### config.mk
export PLATFORM = sky130hd
export DESIGN_NAME = cmsd_decoder
export DESIGN_NICKNAME = d
export VERILOG_FILES = /design/src/rtl/cmsd_pkg.sv /design/src/rtl/cmsd_ram.sv /design/src/rtl/cmsd_decoder.sv
export SDC_FILE = /design/constraint.sdc
export NUM_CORES = 2
export LEC_CHECK = 0
export ABC_CLOCK_PERIOD_IN_PS = 4560
export BUFFER_PORTS_ARGS = -buffer_cell sky130_fd_sc_hd__buf_2
export CORE_UTILIZATION = 25
export CTS_CLUSTER_DIAMETER = 200
export CTS_CLUSTER_SIZE = 14
export DETAILED_ROUTE_END_ITERATION = 8
export GPL_TIMING_DRIVEN = 0
export PLACE_DENSITY = 0.36
export RECOVER_POWER = 50
export SYNTH_ARGS = -nofsm -noshare
export SYNTH_HDL_FRONTEND = slang
export SYNTH_SLANG_ARGS = --single-unit
### constraint.sdc
create_clock -name clock_i -period 4.56 [get_ports clock_i]
set_clock_uncertainty 0.2 [all_clocks]
set_input_delay 0.912 -clock clock_i [delete_from_list [all_inputs] [get_ports clock_i]]
set_output_delay 0.912 -clock clock_i [all_outputs]
set_load 0.01 [all_outputs]
### src/rtl/cmsd_pkg.sv
`default_nettype none
package cmsd_pkg;
   // Program memory map
   localparam logic [15:0] CMSD_RESET_VEC = 16'h0000;
   localparam logic [15:0] CMSD_VEC_BASE = 16'h0003;
   localparam int CMSD_VEC_SPACING = 8;
   localparam int CMSD_VEC_COUNT = 16;
   localparam int CMSD_PC_W = 16;
   localparam int CMSD_ROM_BYTES = 4096;
   localparam int CMSD_ROM_AW = 12;
   // Data memory map
   localparam int CMSD_RAM_BYTES = 256;
   localparam logic [7:0] CMSD_LOWER_TOP = 8'h7f;
   localparam logic [7:0] CMSD_BIT_BASE = 8'h20;
   localparam logic [4:0] CMSD_BANK_BYTES_LOG = 5'd3;
   // Special-function addresses and resets
   localparam logic [7:0] CMSD_ACC_ADDR = 8'he0;
   localparam logic [7:0] CMSD_ACC_RESET = 8'h00;
   localparam logic [7:0] CMSD_PSW_ADDR = 8'hd0;
   localparam logic [7:0] CMSD_PSW_RESET = 8'h00;
   localparam int CMSD_PSW_BS_HI = 4;
   localparam int CMSD_PSW_BS_LO = 3;
   // Option memory
   localparam logic [15:0] CMSD_OPT_ZERO_OFS_ADDR = 16'h4007;

   typedef enum logic [1:0] {
      CMSD_MODE_DIRECT,
      CMSD_MODE_INDIRECT,
      CMSD_MODE_REG,
      CMSD_MODE_BIT
   } cmsd_mode_t;

   typedef struct packed {
      logic req;
      logic wr;
      cmsd_mode_t mode;
      logic [7:0] addr;
      logic [7:0] wdata;
   } cmsd_dreq_t;
endpackage : cmsd_pkg
`default_nettype wire

### src/rtl/cmsd_ram.sv
`default_nettype none
module cmsd_ram
   import cmsd_pkg::*;
#(
   parameter int DEPTH = 256,
   parameter int AW = 8
) (
   input wire logic clock_i,
   input wire logic we_i,
   input wire logic [AW-1:0] waddr_i,
   input wire logic [7:0] wdata_i,
   input wire logic [AW-1:0] raddr_i,
   output logic [7:0] rdata_o
);
   logic [7:0] mem [DEPTH];

   always_ff @(posedge clock_i) begin
      if (we_i) begin
         mem[waddr_i] <= wdata_i;
      end
      rdata_o <= mem[raddr_i];
   end
endmodule : cmsd_ram
`default_nettype wire

### src/rtl/cmsd_decoder.sv
`default_nettype none
module cmsd_decoder
   import cmsd_pkg::*;
#(
   parameter int ROM_BYTES = CMSD_ROM_BYTES,
   parameter int VEC_COUNT = CMSD_VEC_COUNT
) (
   input wire logic clock_i,
   input wire logic reset_i,
   // Program fetch
   input wire logic fetch_req_i,
   input wire logic fetch_jump_i,
   input wire logic [CMSD_PC_W-1:0] fetch_target_i,
   input wire logic vec_take_i,
   input wire logic [3:0] vec_index_i,
   output logic [CMSD_PC_W-1:0] pc_o,
   output logic [CMSD_PC_W-1:0] rom_addr_o,
   output logic rom_en_o,
   output logic opt_sel_o,
   // Data access
   input wire cmsd_dreq_t dreq_i,
   input wire logic [7:0] psw_flags_i,
   input wire logic psw_flags_we_i,
   output logic [7:0] rdata_o,
   output logic rvalid_o,
   output logic bit_o,
   output logic [7:0] arith_working_reg_o,
   output logic [7:0] program_status_word_o,
   output logic [1:0] bank_o
);
   ////////////////////////////////////////////////////////////////////
   typedef struct packed {
      logic [CMSD_PC_W-1:0] pc;
      logic [CMSD_PC_W-1:0] rom_addr;
      logic rom_en;
      logic opt_sel;
      logic [7:0] acc;
      logic [7:0] program_status_word;
      logic [7:0] sfr_rdata;
      logic sfr_hit;
      logic rvalid;
      logic [2:0] bit_sel;
      logic bit_mode;
      logic [7:0] rdata;
      logic bit_val;
      logic rvalid_out;
   } cmsd_state_t;

   cmsd_state_t state_q;
   cmsd_state_t state_d;

   ////////////////////////////////////////////////////////////////////
   function automatic logic [CMSD_PC_W-1:0] vec_addr(input logic [3:0] idx);
      vec_addr = CMSD_VEC_BASE + CMSD_PC_W'(idx) * CMSD_PC_W'(CMSD_VEC_SPACING);
   endfunction : vec_addr

   function automatic logic [7:0] bank_addr(input logic [1:0] bank, input logic [2:0] r);
      bank_addr = {3'h0, bank, r};
   endfunction : bank_addr

   function automatic logic [7:0] bit_byte(input logic [6:0] b);
      bit_byte = CMSD_BIT_BASE + 8'(b[6:3]);
   endfunction : bit_byte

   function automatic logic sfr_match(input cmsd_mode_t m, input logic [7:0] a,
         input logic [7:0] target);
      // Bit addresses name the byte whose address has the low three bits clear
      if (m == CMSD_MODE_BIT) begin
         sfr_match = {a[7:3], 3'h0} == target;
      end else begin
         sfr_match = a == target;
      end
   endfunction : sfr_match

   function automatic logic [1:0] bank_of(input logic [7:0] program_status_word);
      bank_of = {program_status_word[CMSD_PSW_BS_HI], program_status_word[CMSD_PSW_BS_LO]};
   endfunction : bank_of

   ////////////////////////////////////////////////////////////////////
   logic [1:0] bank_sel;
   logic upper;
   logic to_sfr;
   logic to_ram;
   logic [7:0] ram_addr;
   logic ram_we;
   logic [7:0] ram_rdata;
   logic [CMSD_PC_W-1:0] next_pc;

   assign bank_sel = bank_of(state_q.program_status_word);
   assign upper = dreq_i.addr > CMSD_LOWER_TOP;

   always_comb begin
      to_sfr = 1'b0;
      to_ram = 1'b0;
      ram_addr = dreq_i.addr;
      unique case (dreq_i.mode)
         CMSD_MODE_DIRECT: begin
            to_sfr = upper;
            to_ram = !upper;
         end
         CMSD_MODE_INDIRECT: begin
            to_ram = 1'b1;
         end
         CMSD_MODE_REG: begin
            to_ram = 1'b1;
            ram_addr = bank_addr(bank_sel, dreq_i.addr[2:0]);
         end
         CMSD_MODE_BIT: begin
            to_sfr = dreq_i.addr[7];
            to_ram = !dreq_i.addr[7];
            ram_addr = bit_byte(dreq_i.addr[6:0]);
         end
      endcase
   end

   // Bit writes are handled by the core as read-modify-write byte stores
   assign ram_we = dreq_i.req && dreq_i.wr && to_ram && dreq_i.mode != CMSD_MODE_BIT;

   cmsd_ram #(
      .DEPTH(CMSD_RAM_BYTES),
      .AW(8)
   ) u_ram (
      .clock_i(clock_i),
      .we_i(ram_we),
      .waddr_i(ram_addr),
      .wdata_i(dreq_i.wdata),
      .raddr_i(ram_addr),
      .rdata_o(ram_rdata)
   );

   always_comb begin
      if (fetch_jump_i) begin
         next_pc = fetch_target_i;
      end else begin
         next_pc = state_q.pc + 16'h0001;
      end
   end

   ////////////////////////////////////////////////////////////////////
   always_comb begin
      state_d = state_q;
      state_d.rom_en = 1'b0;
      state_d.rvalid = 1'b0;
      state_d.rvalid_out = state_q.rvalid;
      // Vector slots are ordinary locations; only a taken interrupt jumps there
      if (vec_take_i && 32'(vec_index_i) < VEC_COUNT) begin
         state_d.pc = vec_addr(vec_index_i);
      end else if (fetch_req_i) begin
         state_d.rom_addr = state_q.pc;
         state_d.rom_en = 32'(state_q.pc) < ROM_BYTES;
         state_d.opt_sel = state_q.pc == CMSD_OPT_ZERO_OFS_ADDR;
         state_d.pc = next_pc;
      end
      if (psw_flags_we_i) begin
         state_d.program_status_word = psw_flags_i;
      end
      if (dreq_i.req) begin
         state_d.bit_sel = dreq_i.addr[2:0];
         state_d.bit_mode = dreq_i.mode == CMSD_MODE_BIT;
         state_d.sfr_hit = to_sfr;
         state_d.sfr_rdata = 8'h00;
         if (to_sfr) begin
            if (sfr_match(dreq_i.mode, dreq_i.addr, CMSD_ACC_ADDR)) begin
               state_d.sfr_rdata = state_q.acc;
               if (dreq_i.wr && dreq_i.mode == CMSD_MODE_DIRECT) begin
                  state_d.acc = dreq_i.wdata;
               end
            end else if (sfr_match(dreq_i.mode, dreq_i.addr, CMSD_PSW_ADDR)) begin
               state_d.sfr_rdata = state_q.program_status_word;
               if (dreq_i.wr && dreq_i.mode == CMSD_MODE_DIRECT) begin
                  state_d.program_status_word = dreq_i.wdata;
               end
            end
         end
         state_d.rvalid = !dreq_i.wr;
      end
      if (state_q.rvalid) begin
         state_d.rdata = state_q.sfr_hit ? state_q.sfr_rdata : ram_rdata;
         state_d.bit_val = state_q.bit_mode
            ? (state_q.sfr_hit ? state_q.sfr_rdata[state_q.bit_sel]
               : ram_rdata[state_q.bit_sel])
            : 1'b0;
      end
   end

   always_ff @(posedge clock_i) begin
      if (reset_i) begin
         state_q <= '0;
         state_q.pc <= CMSD_RESET_VEC;
         state_q.acc <= CMSD_ACC_RESET;
         state_q.program_status_word <= CMSD_PSW_RESET;
      end else begin
         state_q <= state_d;
      end
   end

   ////////////////////////////////////////////////////////////////////
   assign pc_o = state_q.pc;
   assign rom_addr_o = state_q.rom_addr;
   assign rom_en_o = state_q.rom_en;
   assign opt_sel_o = state_q.opt_sel;
   assign rdata_o = state_q.rdata;
   assign rvalid_o = state_q.rvalid_out;
   assign bit_o = state_q.bit_val;
   assign arith_working_reg_o = state_q.acc;
   assign program_status_word_o = state_q.program_status_word;
   assign bank_o = bank_of(state_q.program_status_word);

   ////////////////////////////////////////////////////////////////////
   reset_fetch_a: assert property (@(posedge clock_i) $fell(reset_i) |-> pc_o == 16'h0000)
      else $error("pc not zero after reset");
   vector_addr_a: assert property (@(posedge clock_i) disable iff (reset_i)
      vec_take_i && vec_index_i == 4'h0 |=> pc_o == 16'h0003)
      else $error("first vector not at 0003");
   vector_space_a: assert property (@(posedge clock_i) disable iff (reset_i)
      vec_take_i && vec_index_i == 4'h2 |=> pc_o == 16'h0013)
      else $error("vector spacing wrong");
   rom_range_a: assert property (@(posedge clock_i) disable iff (reset_i)
      rom_en_o |-> rom_addr_o < 16'h1000)
      else $error("rom enabled out of range");
   pc_step_a: assert property (@(posedge clock_i) disable iff (reset_i)
      fetch_req_i && !fetch_jump_i && !vec_take_i |=> pc_o == $past(pc_o) + 16'h0001)
      else $error("pc did not step");
   upper_direct_a: assert property (@(posedge clock_i) disable iff (reset_i)
      dreq_i.req && dreq_i.mode == CMSD_MODE_DIRECT && dreq_i.addr[7] |-> !ram_we)
      else $error("direct write reached upper ram");
   acc_write_a: assert property (@(posedge clock_i) disable iff (reset_i)
      dreq_i.req && dreq_i.wr && dreq_i.mode == CMSD_MODE_DIRECT
      && dreq_i.addr == 8'he0 |=> arith_working_reg_o == $past(dreq_i.wdata))
      else $error("accumulator write lost");
   bank_sel_a: assert property (@(posedge clock_i) disable iff (reset_i)
      dreq_i.req && dreq_i.wr && dreq_i.mode == CMSD_MODE_DIRECT && dreq_i.addr == 8'hd0
      |=> bank_o == {$past(dreq_i.wdata[4]), $past(dreq_i.wdata[3])})
      else $error("bank select mismatch");
   unmapped_zero_a: assert property (@(posedge clock_i) disable iff (reset_i)
      dreq_i.req && !dreq_i.wr && dreq_i.mode == CMSD_MODE_DIRECT && dreq_i.addr[7]
      && dreq_i.addr != 8'he0 && dreq_i.addr != 8'hd0 |=> ##1 rvalid_o && rdata_o == 8'h00)
      else $error("unmapped sfr read not zero");

   // Reset and fetch path checks
   reset_state_a: assert property (@(posedge clock_i) $fell(reset_i)
      |-> arith_working_reg_o == 8'h00 && program_status_word_o == 8'h00)
      else $error("registers not cleared by reset");
   rom_enable_a: assert property (@(posedge clock_i) disable iff (reset_i)
      fetch_req_i && !vec_take_i && pc_o < 16'h1000 |=> rom_en_o)
      else $error("populated fetch not enabled");
   rom_block_a: assert property (@(posedge clock_i) disable iff (reset_i)
      fetch_req_i && !vec_take_i && pc_o >= 16'h1000 |=> !rom_en_o)
      else $error("unpopulated fetch enabled");
   rom_pulse_a: assert property (@(posedge clock_i) disable iff (reset_i)
      !fetch_req_i || vec_take_i |=> !rom_en_o)
      else $error("rom enable without fetch");
   fetch_addr_a: assert property (@(posedge clock_i) disable iff (reset_i)
      fetch_req_i && !vec_take_i |=> rom_addr_o == $past(pc_o))
      else $error("fetch address not old pc");
   jump_target_a: assert property (@(posedge clock_i) disable iff (reset_i)
      fetch_req_i && fetch_jump_i && !vec_take_i |=> pc_o == $past(fetch_target_i))
      else $error("jump target not loaded");
   pc_hold_a: assert property (@(posedge clock_i) disable iff (reset_i)
      !fetch_req_i && !vec_take_i |=> $stable(pc_o))
      else $error("pc moved without fetch");
   // Slots sit eight bytes apart, so the sixteenth lands at 007BH
   vector_last_a: assert property (@(posedge clock_i) disable iff (reset_i)
      vec_take_i && vec_index_i == 4'hf |=> pc_o == 16'h007b)
      else $error("last vector slot misplaced");
   vector_slot_a: assert property (@(posedge clock_i) disable iff (reset_i)
      fetch_req_i && !vec_take_i && pc_o == 16'h000b |=> rom_en_o && rom_addr_o == 16'h000b)
      else $error("vector slot not plain memory");
   option_sel_a: assert property (@(posedge clock_i) disable iff (reset_i)
      fetch_req_i && !vec_take_i && pc_o == 16'h4007 |=> opt_sel_o)
      else $error("trim byte not selected");

   // Data path checks: routing is watched inside, answers at the outputs
   read_latency_a: assert property (@(posedge clock_i) disable iff (reset_i)
      dreq_i.req && !dreq_i.wr |=> ##1 rvalid_o)
      else $error("read answer not two cycles late");
   acc_read_a: assert property (@(posedge clock_i) disable iff (reset_i)
      dreq_i.req && !dreq_i.wr && dreq_i.mode == CMSD_MODE_DIRECT && dreq_i.addr == 8'he0
      |=> ##1 rdata_o == $past(arith_working_reg_o, 2))
      else $error("accumulator read wrong");
   psw_write_a: assert property (@(posedge clock_i) disable iff (reset_i)
      dreq_i.req && dreq_i.wr && dreq_i.mode == CMSD_MODE_DIRECT
      && dreq_i.addr == 8'hd0 |=> program_status_word_o == $past(dreq_i.wdata))
      else $error("status word write lost");
   flags_load_a: assert property (@(posedge clock_i) disable iff (reset_i)
      psw_flags_we_i && !(dreq_i.req && dreq_i.wr && dreq_i.mode == CMSD_MODE_DIRECT
      && dreq_i.addr == 8'hd0) |=> program_status_word_o == $past(psw_flags_i))
      else $error("status flags not loaded");
   reg_bank_a: assert property (@(posedge clock_i) disable iff (reset_i)
      dreq_i.req && dreq_i.mode == CMSD_MODE_REG
      |-> ram_addr == {3'h0, program_status_word_o[4:3], dreq_i.addr[2:0]})
      else $error("register bank address wrong");
   bit_byte_a: assert property (@(posedge clock_i) disable iff (reset_i)
      dreq_i.req && dreq_i.mode == CMSD_MODE_BIT && !dreq_i.addr[7]
      |-> to_ram && ram_addr == {4'h2, dreq_i.addr[6:3]})
      else $error("bit address maps to wrong byte");
   bit_sfr_a: assert property (@(posedge clock_i) disable iff (reset_i)
      dreq_i.req && dreq_i.mode == CMSD_MODE_BIT && dreq_i.addr[7] |-> to_sfr && !to_ram)
      else $error("upper bit address not in sfr space");
   bit_nowrite_a: assert property (@(posedge clock_i) disable iff (reset_i)
      dreq_i.req && dreq_i.wr && dreq_i.mode == CMSD_MODE_BIT |-> !ram_we)
      else $error("bit write reached ram");
   indirect_ram_a: assert property (@(posedge clock_i) disable iff (reset_i)
      dreq_i.req && dreq_i.mode == CMSD_MODE_INDIRECT
      |-> to_ram && !to_sfr && ram_addr == dreq_i.addr)
      else $error("indirect access not routed to ram");
   direct_sfr_a: assert property (@(posedge clock_i) disable iff (reset_i)
      dreq_i.req && dreq_i.mode == CMSD_MODE_DIRECT && dreq_i.addr[7] |-> to_sfr && !to_ram)
      else $error("upper direct access not routed to sfr");
   lower_direct_a: assert property (@(posedge clock_i) disable iff (reset_i)
      dreq_i.req && dreq_i.mode == CMSD_MODE_DIRECT && !dreq_i.addr[7]
      |-> to_ram && !to_sfr && ram_addr == dreq_i.addr)
      else $error("lower direct access not routed to ram");
   // Only the accumulator and status word take direct writes above 7FH
   sfr_drop_a: assert property (@(posedge clock_i) disable iff (reset_i)
      dreq_i.req && dreq_i.wr && dreq_i.mode == CMSD_MODE_DIRECT && dreq_i.addr[7]
      && dreq_i.addr != 8'he0 |=> $stable(arith_working_reg_o))
      else $error("stray sfr write changed accumulator");
   ram_only_a: assert property (@(posedge clock_i) disable iff (reset_i)
      dreq_i.req && dreq_i.wr && dreq_i.mode != CMSD_MODE_DIRECT
      |=> $stable(arith_working_reg_o))
      else $error("ram write leaked into sfr space");
endmodule : cmsd_decoder
`default_nettype wire

# Word level (Yosys, flattened, before mapping)
# Memory sizes are Yosys's and may differ from the RTL's. A register that Yosys moved wholly into a read port is not among the register bits.
# Cells that the tools add are included.
[op_classes]
addsub = 3
n_eq_ne = 9
n_reduce_logical = 14
muxes = 29
n_lt_le_gt_ge = 3
mul = 0
n_div = 0
bitwise = 3
shifts = 0
[ops]
columns = ["operator", "n"]
rows = [
  ["$mux W16", 4],
  ["$mux W8", 5],
  ["$mux W34", 1],
  ["$mux W22", 1],
  ["$add A16 B1 Y16 const B", 1],
  ["$eq A16 B15 Y1 const B", 1],
  ["$eq A8 B8 Y1 const B", 2],
  ["$lt A16 B13 Y1 const B", 1],
  ["$pmux W8 S2", 1],
  ["$mux W1", 13],
  ["$eq A5 B5 Y1 const B", 2],
  ["$add A2 B7 Y8 const A", 1],
  ["$gt A8 B7 Y1 const B", 1],
  ["$add A6 B4 Y7 const A", 1],
  ["$bmux W1 S3", 2],
  ["$eq A2 B2 Y1 const B", 2],
  ["$logic_and A1 B1 Y1", 4],
  ["$lt A3 B4 Y1 const B", 1],
  ["$reduce_and A4 Y1", 1],
  ["$reduce_or A2 Y1", 2],
  ["$logic_not A1 Y1", 3],
  ["$not A1 Y1", 3],
  ["$pmux W1 S3", 1],
  ["$reduce_or A3 Y1", 1],
  ["other kinds (6)", 6],
]
[totals]
latch_bits = 0
inputBits = 54
wordCells = 76
reg_bits = 74
rom_bits = 0
out_inout_bits = 62
mem_bits_rw = 2048
mem_count = 1
[memory_table]
columns = ["memory", "words", "word_bits", "read_ports", "rd_clocked_by_memory_dff", "write_ports", "line_no", "text"]
rows = [
  ["u_ram.mem", 256, 8, 1, 1, 1, "cmsd_ram.sv:15", "logic [7:0] mem [DEPTH];"],
]

# Depth between registers and ports, before layout
[depth]
depth_word = 11
ltp_mapped = 14
depth_no_buf = 10

# Hierarchy
# A second synthesis with hierarchy kept.
[hier_totals]
cells_unflattened = 4221
hier_area_um2 = 83576.4
[by_module_without_submodules]
columns = ["module", "cells_each", "area_per_inst_um2", "instances", "seq_area_each_um2"]
rows = [
  ["cmsd_ram", 3733, 79556.3, 1, 61659.1],
  ["cmsd_decoder", 488, 4020.1, 1, 1481.4],
]

# Least setup slack after synthesis
# Ideal clock, no wire load.
[synth_path]
path_type = "in2reg"
startpoint = "input port dreq_i[16] (netlist bit)"
endpoint = "memory u_ram.mem[104][0] (enable)"
slack_ps = 759
required_time_ps = 3990
cell_stages = 10
arrival_ps = 3231
setup_ps = 370
path_buffers = 3
cell_sequence = "inv_1 > ha_1 > nand2b_1 > a22o_1 > nor2_1 > clkbuf_1 > buf_1 > nand2_1 > clkbuf_1 > nor2_1"
[synth_between]
elab_chain_cells = 7
elab_cells_between_ends = 12
cone_classes = "4 x eq/ne; 4 x mux; 4 x reduce/logical"
[synth_lines]
columns = ["item", "line_no", "text"]
rows = [
  ["from (decl)", "cmsd_decoder.sv:21", "input wire cmsd_dreq_t dreq_i,"],
  ["$eq A2 B2 Y1 / $eq A2 B1 Y1 (equally long branches)", "cmsd_decoder.sv:96", "unique case (dreq_i.mode)"],
  ["$reduce_or A2 Y1 (no line)", "-", ""],
  ["$pmux W1 S3", "cmsd_decoder.sv:96", ""],
  ["$logic_and A1 B1 Y1 (2 in series)", "cmsd_decoder.sv:117", "assign ram_we = dreq_i.req && dreq_i.wr && to_ram && dreq_i.mode != CMSD_MODE_BIT;"],
  ["$mux W1", "cmsd_ram.sv:18", "if (we_i) begin"],
  ["$mux W1 (not written as such)", "cmsd_ram.sv:19", "mem[waddr_i] <= wdata_i;"],
  ["to (decl)", "cmsd_ram.sv:15", ""],
]
# Several ways; a longest one is shown, not always the timed one.

# Worst setup path in the final report
[layout_path]
startpoint = "input port dreq_i[17] (netlist bit)"
endpoint = "register u_ram.rdata_o[4], read port of u_ram.mem"
[layout_between]
elab_chain_cells = 2
elab_cells_between_ends = 3
cone_classes = "2 x eq/ne; 1 x mux"
[layout_lines]
columns = ["item", "line_no", "text"]
rows = [
  ["$eq A2 B2 Y1", "cmsd_decoder.sv:96", ""],
  ["$pmux W8 S2 *", "cmsd_decoder.sv:96", ""],
  ["to (decl)", "cmsd_ram.sv:13", "output logic [7:0] rdata_o"],
]
# Every way passes the cells marked *; elsewhere a longest branch is shown, timed or not.
# A chain may end at the register's enable or synchronous reset.

==> metrics.txt <==
# nets final 4834; # rows 211; Syn Std Cell Area 83200 sq um; clock network power share 35.4%; initial antenna violation count 40; outcome complete, but fails checks; Switching Share 26.4%; sw power 10.7 mW; GRT Resource Usage Total 22.5%; hold endpoint state_d[0]; TNS Setup -34.92 ns; #FFs+latches synth 2130; Hold Path Class in -> reg; count of clock tree sinks 2130; R2R Path End u_ram.mem[16][6]; count of cell types in the netlist 64; asr flop ratio synth 0%; Initial Utilization 25.2%; H-tree levels 4; hold path depth 2; Die Span Y 579 um; CTS tree built; Port Buffer Count 110; Seq/Total Area, Yosys 75.9%; grt peak-use layer met2; Clk Tree Root Cell clkbuf_16; critical path peak fanout 10; post-route ant nets 0; EDFF count, synth 2048; met3 usage 4.96%; Hold Fails Final Rpt 0; Crit path top cell by count buf_2; yosys warns 0; leakage 29.2 nW; vias in the first global route 46000; Worst Tran Pin Value 4.42 ns; failing checks capacitance limit, slew limit, setup timing; largest net degree at the start of global routing 129; number of remaining DRC errors 0; Mapped Nets 4473; Ports 116; GRT overflow 0; final setup violation count 522; routed len/inst 41.6 um; Fill cells 32500; die area 335000 sq um; arrival time at the worst endpoint 5.34 ns; max_cap viols 11; setup repair after global routing missed its margin yes; Top FF cell, synth edfxtp_1; total power 40.5 mW; Tmin final 5.03 ns; Comb pwr share 11.4%; final instance count without filler cells 9188; cts bufs inserted 178; Post-DP HPWL 257000 um; flop-to-flop setup slack -0.10 ns; final WL 382000 um; layout cells sized above 1 28.6%; CTS Buffer Depth 4; Final WS setup -0.474 ns; Slew headroom -195%; Power Internal 29.8 mW; max-slew violations 809; worst path required time 4.86 ns; worst reg2reg startpoint program_status_word_o[3]; Hold-fix buffers, CTS 0; Worst R2R Path Depth 8; PD cells 416 nW/um^2; hold_sp dreq_i[18]; register share of total power 53.2%; Worst-path clk slew 0.07 ns; core box area 331000 sq um; slowest cell on the critical path nand4_1; vias 47600; CP Cell Sequence buf_2 > ha_1 > buf_2 > nand2_1 > a21boi_0 > buf_2 > clkbuf_1 > a221oi_1 > a211oi_1 > o41ai_2 > nand4_1 > a22oi_2 > nand4_1; First-pass DRT Iterations 5; DRT iter0 DRCs 6240; GP Congestion 0.883; Area growth, synth to finish 17.0%; CP max stage delay 0.61 ns; die width 579 um; mean area per synthesized cell 18.9 sq um; GRT met1 Usage 31.2%; Max IR drop VDD 340 uV; Final Util 29.4%; clk_lat worst skew 0.89 ns; f_max 199 MHz; crit path launch type input pin; first-pass GRT wire length 490000 um; Cells after Synth 4415; Placed Instances 8954; Final period util 110%; crit path buf inv count 4; CP Capture Type register; Top delay family on crit path compound AO/OA/AOI/OAI gates; Setup CP Type in -> reg; drt via density 5.18; GR Util met2 34.9%
-- layout make-up --
type	count	area, sq um	area share (%)
well taps	4366	5460	5.61
diodes	16	40.0	0.0411
clock buffers	203	4590	4.71
flip-flops and latches	2130	63100	64.8
inverters	9	33.8	0.0347
repair buffers	182	1790	1.84
multi-input cells	1951	19800	20.3
plain buffers	324	2410	2.48
clock inverters	7	91.3	0.0938
-- worst max path at each step --
stage / depth (start not counted) / from / slack, ns / endpoint
after CTS: 13 / dreq_i[16] / -0.32 / u_ram.rdata_o[5]
final: 13 / dreq_i[17] / -0.47 / u_ram.rdata_o[4]
after global routing: 11 / dreq_i[16] / -0.19 / u_ram.mem[27][5]
after global placement: 12 / dreq_i[16] / -4.44 / u_ram.rdata_o[0]
after floorplan: 10 / dreq_i[16] / 0.76 / u_ram.mem[104][0]
after detailed placement: 11 / dreq_i[17] / -2.70 / u_ram.mem[110][3]
-- sequential cells by signal (all words and copies together) (netlist names) --
register	count
u_ram.mem	2048
pc_o	16
rom_addr_o	16
state_q	13
arith_working_reg_o	8
program_status_word_o	8
rdata_o	8
u_ram.rdata_o	8
bit_o	1
opt_sel_o	1
rom_en_o	1
rvalid_o	1
state_d	1
-- metal layers --
layer,vias up,routed length (um)
met5,-,67
met2,2287,171000
met4,10,14900
met3,549,29800
li1,18400,-
met1,26300,166000
-- worst reg2reg max path: stages (launching register included) --
cell and delay, ns:
dfxtp_1 0.39, a22o_1 0.28, a21o_1 0.17, buf_2 0.24, nor2_2 0.39, clkbuf_4 0.46, buf_4 0.49, nand2_1 0.62
nor2_1 1.05
-- Yosys cell counts (4+ instances only) --
cell       count  area, sq um
a41oi_1      102          893
a311oi_1       6         52.6
mux4_2       472        10600
and2_1        24          150
nor2b_1        5         31.3
a32oi_1        7         61.3
nand2b_1       6         37.5
buf_2         61          305
a22oi_1       47          353
nor3_1         6         30.0
edfxtp_1    2048        61500
o21ai_0       20          100
o41ai_1       25          219
o21ai_1        4         20.0
a31oi_1        5         31.3
a211oi_1      52          390
ha_1           4         50.1
nand4_1       13         81.3
o2111ai_1      6         52.6
nand2_1      556         2090
clkbuf_1     136          510
a22o_1         8         70.1
buf_1         35          131
buf_4         86          646
a21oi_1       57          285
mux2i_1       60          601
and3_1         8         50.1
o211ai_1       4         30.0
nor4_1        14         87.6
a221oi_1      26          228
nand3_1       24          120
inv_1          8         30.0
nor2_1       350         1310
buf_6          7         78.8
dfxtp_1       82         1640
-- through the flow --
stage | worst slack, ns | hold slack (ns) | area (sq um)
global route | -0.192 | 0.0548 | 97300
finish | -0.474 | 0.0901 | 97400
detailed placement | -2.70 | 0.254 | 90900
global placement | -4.44 | 0.250 | 89300
CTS | -0.322 | 0.0230 | 97000
floorplan | 0.759 | 0.237 | 83200
-- power groups by stage --
stage	sequential (mW)	combinational [mW]	clock (mW)
global route	21.5	4.61	15.2
CTS	21.5	4.54	14.6
floorplan	21.9	1.56	0
detailed placement	21.9	4.38	0
finish	21.5	4.62	14.3
global placement	22.0	4.20	0
-- cell usage in the layout, fill, tap and decap left out, drive strengths merged, types with 26 or more instances in the layout --
cell | Yosys | layout
nor2 | 350 | 350
a211oi | 52 | 52
a21oi | 58 | 58
a221oi | 26 | 26
buf | 189 | 344
nand2 | 556 | 556
clkbuf | 136 | 364
a22oi | 47 | 47
mux4 | 472 | 472
dfxtp | 82 | 82
edfxtp | 2048 | 2048
a41oi | 102 | 102
mux2i | 60 | 60
-- kinds of logic (layout without fill, tap and decap cells) --
kind of cell	after synthesis	count (layout)	synth area share (%)
xor gates and xnor gates	2	2	0.0210
muxes	533	533	13.5
buffers and inverters	334	725	2.05
and+or+nand+nor	1018	1018	4.91
adders and majority gates	4	4	0.0601
DFF	2130	2130	75.9
other	0	16	0
AOI/OAI and AO/OA	394	394	3.60
-- repair_timing --
item | in CTS | in global routing
pin swaps | 11 | 7
setup buffers | 9 | 0
hold endpoints to repair | 0 | 0
resized for setup | 426 | 146
endpoints found under the setup margin | 2056 | 656
(Power assumes the default switching activity.)
